===== config.mk =====
export PLATFORM = sky130hd
export DESIGN_NAME = ebr_ctrl
export DESIGN_NICKNAME = d
export VERILOG_FILES = /design/src/design/ebr_pkg.sv /design/src/design/ebr_ctrl.sv
export SDC_FILE = /design/constraint.sdc
export NUM_CORES = 1
export LEC_CHECK = 0
export BUFFER_PORTS_ARGS = -buffer_cell sky130_fd_sc_hd__clkbuf_2
export CELL_PAD_IN_SITES_DETAIL_PLACEMENT = 1
export CELL_PAD_IN_SITES_GLOBAL_PLACEMENT = 2
export CORE_MARGIN = 2
export CORE_UTILIZATION = 34
export DETAILED_ROUTE_END_ITERATION = 8
export GPL_TIMING_DRIVEN = 0
export PLACE_DENSITY = 0.93
export SLEW_MARGIN = 20
export SYNTH_ARGS = -nofsm -noshare
export SYNTH_HDL_FRONTEND = slang
export SYNTH_SLANG_ARGS = --single-unit
export TNS_END_PERCENT = 100

===== constraint.sdc =====
create_clock -name clock_i -period 4.3 [get_ports clock_i]
set_input_delay 0.86 -clock clock_i [delete_from_list [all_inputs] [get_ports clock_i]]
set_output_delay 0.86 -clock clock_i [all_outputs]
set_load 0.02 [all_outputs]

===== src/design/ebr_pkg.sv =====
// How it works
// ready high at sample adds wait state
// ready low at sample ends cycle
// responder may drop ready after strobe
// async ready held low long enough
// programmed wait states before ready sampling
// strobe leading edge follows read/write delay
// multiplexed bus adds mux, optional tristate wait
// gap two bus clocks mux+tristate, else less
// finish running cycle before acknowledging release
// release chip selects and bus while held
// regain request only after acknowledge edge
// regain starts when release request goes away
// release withdrawn unasked still regains normally
// next cycle after bus driven again
// hold sampled and outputs change on bus clock
// handshake signals all active low
package ebr_pkg;
  localparam int unsigned ebr_clk_mhz = 40;
  localparam int unsigned ebr_wait_w = 4;
  localparam int unsigned ebr_cs_w = 5;
  localparam logic [ebr_cs_w-1:0] ebr_cs_idle = 5'h1f;
  localparam logic [1:0] ebr_mux_gap = 2'h1;
  localparam logic [1:0] ebr_mux_tri_gap = 2'h2;
  typedef enum logic [6:0]
  {
    ebr_idle_s   = 7'h01,
    ebr_setup_s  = 7'h02,
    ebr_wait_s   = 7'h04,
    ebr_ready_s  = 7'h08,
    ebr_gap_s    = 7'h10,
    ebr_held_s   = 7'h20,
    ebr_regain_s = 7'h40
  } ebr_state_t;
endpackage : ebr_pkg


===== src/design/ebr_ctrl.sv =====
`timescale 1ns/1ps
module ebr_ctrl
(
  input wire logic clock_i,
  input wire logic sys_rst_i,
  input wire logic start_i,
  input wire logic write_i,
  input wire logic [ebr_pkg::ebr_cs_w-1:0] cs_sel_i,
  input wire logic [ebr_pkg::ebr_wait_w-1:0] memory_cycle_wait_count_i,
  input wire logic rw_delay_i,
  input wire logic mux_mode_i,
  input wire logic tristate_wait_enable_i,
  input wire logic ready_n_i,
  input wire logic hold_n_i,
  input wire logic want_bus_i,
  output logic busy_o,
  output logic done_o,
  output logic bus_clock_output_o,
  output logic rd_n_o,
  output logic wr_n_o,
  output logic [ebr_pkg::ebr_cs_w-1:0] chip_select_outputs_o,
  output logic [ebr_pkg::ebr_cs_w-1:0] chip_select_outputs_oe_n_o,
  output logic bus_oe_n_o,
  output logic bus_release_ack_n_o,
  output logic bus_regain_request_n_o
);
  import ebr_pkg::*;
  ebr_state_t state_q;
  logic phase_q;
  logic rdy_s1_q, rdy_s2_q, hold_s1_q, hold_s2_q;
  logic [ebr_wait_w-1:0] cnt_q;
  logic wr_q;
  logic [ebr_cs_w-1:0] sel_q;
  logic tick;
  // bus clock rises when phase goes high; all bus decisions on that edge
  assign tick = ~phase_q;
  assign busy_o = (state_q != ebr_idle_s);
  always_ff @(posedge clock_i)
  begin
    if (sys_rst_i)
      phase_q <= 1'b0;
    else
      phase_q <= ~phase_q;
  end
  assign bus_clock_output_o = phase_q;
  // two flops; async ready low 2 phases+10ns is always caught
  always_ff @(posedge clock_i)
  begin
    if (sys_rst_i)
    begin
      rdy_s1_q <= 1'b1;
      rdy_s2_q <= 1'b1;
      hold_s1_q <= 1'b1;
      hold_s2_q <= 1'b1;
    end
    else
    begin
      rdy_s1_q <= ready_n_i;
      rdy_s2_q <= rdy_s1_q;
      hold_s1_q <= hold_n_i;
      hold_s2_q <= hold_s1_q;
    end
  end
  always_ff @(posedge clock_i)
  begin
    if (sys_rst_i)
    begin
      state_q <= ebr_idle_s;
      cnt_q <= '0;
      wr_q <= 1'b0;
      sel_q <= '0;
      done_o <= 1'b0;
    end
    else
    begin
      done_o <= 1'b0;
      if (tick)
      begin
        unique case (state_q)
          ebr_idle_s:
          begin
            // release request seen on bus clock edge
            if (!hold_s2_q)
              state_q <= ebr_held_s;
            else if (start_i)
            begin
              wr_q <= write_i;
              sel_q <= cs_sel_i;
              cnt_q <= memory_cycle_wait_count_i;
              // delayed strobe spends one setup clock
              state_q <= rw_delay_i ? ebr_setup_s : ebr_wait_s;
            end
          end
          ebr_setup_s:
            state_q <= ebr_wait_s;
          ebr_wait_s:
          begin
            // programmed wait states first
            if (cnt_q == '0)
              state_q <= ebr_ready_s;
            else
              cnt_q <= cnt_q - 1'b1;
          end
          ebr_ready_s:
          begin
            // ready high: stay, sample again
            // ready low: end cycle
            if (!rdy_s2_q)
            begin
              done_o <= 1'b1;
              // mux adds wait states after the cycle
              // gap length by mode
              if (mux_mode_i)
              begin
                cnt_q <= {{(ebr_wait_w-2){1'b0}},
                  (tristate_wait_enable_i ? ebr_mux_tri_gap : ebr_mux_gap)} - 1'b1;
                state_q <= ebr_gap_s;
              end
              else
                state_q <= ebr_idle_s;
            end
          end
          ebr_gap_s:
          begin
            if (cnt_q == '0)
              state_q <= ebr_idle_s;
            else
              cnt_q <= cnt_q - 1'b1;
          end
          ebr_held_s:
          begin
            // regain only when hold withdrawn
            // regardless of own request
            if (hold_s2_q)
              state_q <= ebr_regain_s;
          end
          ebr_regain_s:
            // bus driven again, next cycle may start
            state_q <= ebr_idle_s;
          default:
            state_q <= ebr_idle_s;
        endcase
      end
    end
  end
  // acknowledge only from idle or held state, reached after cycle end
  // ack and regain request change on tick, ack stays in held
  always_ff @(posedge clock_i)
  begin
    if (sys_rst_i)
    begin
      bus_release_ack_n_o <= 1'b1;
      bus_regain_request_n_o <= 1'b1;
    end
    else if (tick)
    begin
      // active low outputs
      bus_release_ack_n_o <= !((state_q == ebr_idle_s && !hold_s2_q) ||
        (state_q == ebr_held_s && !hold_s2_q));
      // request only once ack already granted
      bus_regain_request_n_o <= !(state_q == ebr_held_s && !bus_release_ack_n_o && want_bus_i && !hold_s2_q);
    end
  end
  // chip selects and bus released while held
  always_ff @(posedge clock_i)
  begin
    if (sys_rst_i)
    begin
      chip_select_outputs_o <= ebr_cs_idle;
      chip_select_outputs_oe_n_o <= '0;
      bus_oe_n_o <= 1'b0;
      rd_n_o <= 1'b1;
      wr_n_o <= 1'b1;
    end
    else
    begin
      chip_select_outputs_oe_n_o <= (state_q == ebr_held_s) ? ebr_cs_idle : '0;
      bus_oe_n_o <= (state_q == ebr_held_s);
      chip_select_outputs_o <= (state_q == ebr_wait_s || state_q == ebr_ready_s ||
        state_q == ebr_setup_s) ? ~sel_q : ebr_cs_idle;
      rd_n_o <= !(!wr_q && (state_q == ebr_wait_s || state_q == ebr_ready_s));
      wr_n_o <= !(wr_q && (state_q == ebr_wait_s || state_q == ebr_ready_s));
    end
  end
  // cycle ends only with ready sampled low
  a_ready_end: assert property (@(posedge clock_i) disable iff (sys_rst_i)
    $rose(done_o) |-> $past(!rdy_s2_q, 1) && $past(state_q, 1) == ebr_ready_s)
    else $error("cycle ended without ready");
  a_ready_wait: assert property (@(posedge clock_i) disable iff (sys_rst_i)
    (tick && state_q == ebr_ready_s && rdy_s2_q) |=> state_q == ebr_ready_s)
    else $error("ready high did not wait");
  a_ack_held: assert property (@(posedge clock_i) disable iff (sys_rst_i)
    (state_q == ebr_held_s && !hold_s2_q && tick) |=> !bus_release_ack_n_o)
    else $error("ack dropped while held");
  a_no_ack_cycle: assert property (@(posedge clock_i) disable iff (sys_rst_i)
    (state_q == ebr_ready_s || state_q == ebr_wait_s) |-> bus_release_ack_n_o)
    else $error("ack during cycle");
  a_cs_release: assert property (@(posedge clock_i) disable iff (sys_rst_i)
    (state_q == ebr_held_s) |=> chip_select_outputs_oe_n_o == ebr_cs_idle && bus_oe_n_o)
    else $error("bus not released");
  a_bus_regain_request_after: assert property (@(posedge clock_i) disable iff (sys_rst_i)
    $fell(bus_regain_request_n_o) |-> $past(!bus_release_ack_n_o, 1))
    else $error("regain before ack");
  a_regain_hold: assert property (@(posedge clock_i) disable iff (sys_rst_i)
    (state_q == ebr_held_s && tick && hold_s2_q) |=> state_q == ebr_regain_s)
    else $error("no regain");
  a_mux_gap: assert property (@(posedge clock_i) disable iff (sys_rst_i)
    (state_q == ebr_ready_s && tick && !rdy_s2_q && mux_mode_i && tristate_wait_enable_i)
    |=> state_q == ebr_gap_s [*4] ##1 state_q == ebr_idle_s)
    else $error("mux gap wrong");
  a_single_gap: assert property (@(posedge clock_i) disable iff (sys_rst_i)
    (state_q == ebr_ready_s && tick && !rdy_s2_q && mux_mode_i && !tristate_wait_enable_i)
    |=> state_q == ebr_gap_s [*2] ##1 state_q == ebr_idle_s)
    else $error("mux wait state wrong");
  a_demux_no_gap: assert property (@(posedge clock_i) disable iff (sys_rst_i)
    (state_q == ebr_ready_s && tick && !rdy_s2_q && !mux_mode_i) |=> state_q == ebr_idle_s)
    else $error("demux gap not zero");
  a_held_strobes: assert property (@(posedge clock_i) disable iff (sys_rst_i)
    (state_q == ebr_held_s) |-> rd_n_o && wr_n_o)
    else $error("strobe active while held");
  c_mux_gap: cover property (@(posedge clock_i) state_q == ebr_gap_s);
  c_read: cover property (@(posedge clock_i) $fell(rd_n_o));
  c_write: cover property (@(posedge clock_i) $fell(wr_n_o));
  c_hold: cover property (@(posedge clock_i) state_q == ebr_regain_s);
endmodule : ebr_ctrl


==> impl_metrics.json <==
{
  "min_period_over_period_pct": 66.27,
  "syn_to_final_growth_pct": 21.20,
  "cp-start-kind": "register",
  "avgRoutedWirePerCell_um": 14.58,
  "synth.distinct_cells": 43,
  "antenna_cells": 0,
  "synth_nets": 192,
  "synth_area_um2": 1564,
  "drt_pass1_iterations": 6,
  "nFillCells": 528,
  "status": "finished, final reports clean",
  "drv_slew": 0,
  "crit_path_end_kind": "output pin",
  "cts_inserted_buffers": 5,
  "grt_pass1_vias": 1429,
  "detailed_place_hpwl_um": 2865,
  "peakVddDrop_mv": 0.3333,
  "yosysWarnings": 0,
  "grtUsageTotal_pct": 16.73,
  "layout_commonest_cell": "clkbuf_2",
  "insertion_delay_ps": 290,
  "port_buffers": 36,
  "max_stage_delay_ps": 510,
  "dieWidth_um": 71.83,
  "cp.arrival_ps": 1990,
  "initial_core_util_pct": 35.67,
  "cts_root_buf": "clkbuf_8",
  "cp-startpoint": "state_q[4]",
  "antenna_found_initial": 0,
  "viasPerCell": 5.228,
  "required_ps": 3440,
  "via_count": 1396,
  "synth-seq-cells": 33,
  "place.gp.congestion": 0.8224,
  "grt_overflow": 0,
  "power.density_nw_per_um2": 406.6,
  "max_slew_margin_pct": 42.73,
  "yosysSeqAreaShare_pct": 42.24,
  "clk_path_buf_depth": 2,
  "rsz0062_at_grt": "no",
  "tns_ps": 0,
  "grt_pass1_wl_um": 6720,
  "ctsHoldBuffers": 0,
  "final_cell_mix": "clkbuf_2 (36), dfxtp_1 (33), nor2_1 (16)",
  "grt_max_degree": 12,
  "hold_viol_final": 0,
  "nets": 235,
  "antenna_left": 0,
  "fin_worst_skew_ps": 10.84,
  "max_freq_ghz": 0.3509,
  "worstHoldStart": "sel_q[3]",
  "drt_wl_total_um": 3894,
  "cts_setup_buffers": 0,
  "cts.sinks": 33,
  "period_minus_slack_ps": 2849,
  "first_iter_violations": 106,
  "reg2reg_slack_ps": 1560,
  "htree_levels": 2,
  "crit_chain": "clkbuf_1, or4_4, or3_1, buf_6, clkbuf_2",
  "leakagePower_nw": 0.7983,
  "die-height_um": 71.83,
  "path_max_fanout": 10,
  "rr_startpoint": "state_q[5]",
  "min_path_type": "register to register",
  "drive_above_1_share_pct": 28.84,
  "cts_tree": "built",
  "post-route-util_pct": 43.24,
  "cts_resized": 0,
  "die_area_um2": 5159,
  "core_area_um2": 4384,
  "worst_pin_slew_ps": 852.0,
  "num_rows": 24,
  "drc_errors": 0,
  "drv_cap": 0,
  "finalSetupViolations": 0,
  "cts.clk_slew.worst_paths_ps": 80,
  "syn_area_per_cell_um2": 9.146,
  "io_pins": 37,
  "postSynthCellCount": 171,
  "cpMaxStageDelayCell": "or4_4",
  "critPathKind": "register to output pin"
}
-- per-layer routing --
metal	vias up	global-route usage, %	share of wire (%)
met5	-	0	0
met4	0	5.660	1.5
met3	4	4.360	2.7
met2	17	28.09	50
met1	683	20.80	46
li1	692	-	-
-- Yosys cell counts --
library cell	number	share of area [%]
dfxtp_1	33	42
nor2_1	16	3.8
nand2_1	12	2.9
a21oi_1	10	3.2
clkbuf_1	8	1.9
mux2i_1	7	4.5
nand2b_1	7	2.8
a211oi_1	6	2.9
buf_4	5	2.4
or3_1	5	2.0
nand4_1	4	1.6
o21ai_0	4	1.3
o21ai_1	4	1.3
or2_2	4	1.6
buf_6	3	2.2
inv_1	3	0.72
nor4_1	3	1.2
a31oi_1	2	0.80
and2_1	2	0.80
ha_1	2	1.6
nor3_1	2	0.64
nor3b_1	2	0.96
o21bai_1	2	0.96
o221ai_1	2	1.1
o2bb2ai_1	2	1.1
or4_1	2	0.96
xnor2_1	2	1.1
xor2_1	2	1.1
a211o_1	1	0.56
a21o_1	1	0.48
and4_1	1	0.56
buf_2	1	0.32
nand3b_1	1	0.48
nor4_2	1	0.80
nor4b_1	1	0.56
o211a_1	1	0.64
o211ai_1	1	0.48
o221a_4	1	1.3
o221ai_4	1	1.7
or3b_1	1	0.56
or3b_2	1	0.56
or4_4	1	0.72
or4b_1	1	0.64
-- stage by stage --
stage	setup slack (ps)	hold WS [ps]	cells	instance area, um2	power [mW]
floorplan	1964	357.3	171	1564	0.4954
global placement	1685	370.3	259	1809	0.5423
detailed placement	1697	375.6	259	1809	0.5468
CTS	1420	393.1	267	1896	0.7815
global route	1293	407.0	267	1896	0.8241
finish	1451	383.6	267	1896	0.7707
-- worst max-delay path: cells and delay by family, from the launching register on --
kind | cells | cell delay [ps]
buffers and inverters | 3 | 520
DFF | 1 | 300
and+or+nand+nor | 2 | 890
-- path summary, 6_finish.rpt --
kind,depth (start not counted),end
worst max register to register,6,cnt_q[0]
worst min register to register,1,chip_select_outputs_o[3]
worst max-delay path,5,busy_o
worst min-delay path,1,chip_select_outputs_o[3]
-- final cells by class --
type | instances | area [um2] | share of cell area, %
clock inverters | 3 | 17.52 | 0.9241
inverters | 3 | 11.26 | 0.5941
repair buffers | 36 | 180.2 | 9.505
clock buffers | 5 | 68.82 | 3.630
well taps | 52 | 65.06 | 3.432
flip-flops and latches | 33 | 660.6 | 34.85
plain buffers | 17 | 106.4 | 5.611
multi-input cells | 118 | 785.8 | 41.45
-- where the power goes --
part / total, mW / internal [mW] / switching (mW) / leakage, nW
clock network: 0.231 / 0.112 / 0.119 / 0.0439
registers: 0.343 / 0.326 / 0.0166 / 0.269
logic: 0.197 / 0.0887 / 0.108 / 0.485
-- logic make-up after synthesis --
logic type      share of synthesized area, %
compound gates                         17.76
xor+xnor                               2.240
fa+ha+maj                              1.600
buf+inv                                7.520
flops                                  42.24
mux                                    4.480
simple gates                           24.16
-- flip-flops by register name (all words and copies together), names as in the netlist, 4 cells and up --
name and cells:
chip_select_outputs_o 5, cnt_q 4, state_q 7, sel_q 5
Note: power is estimated with default switching activity, not from simulation.
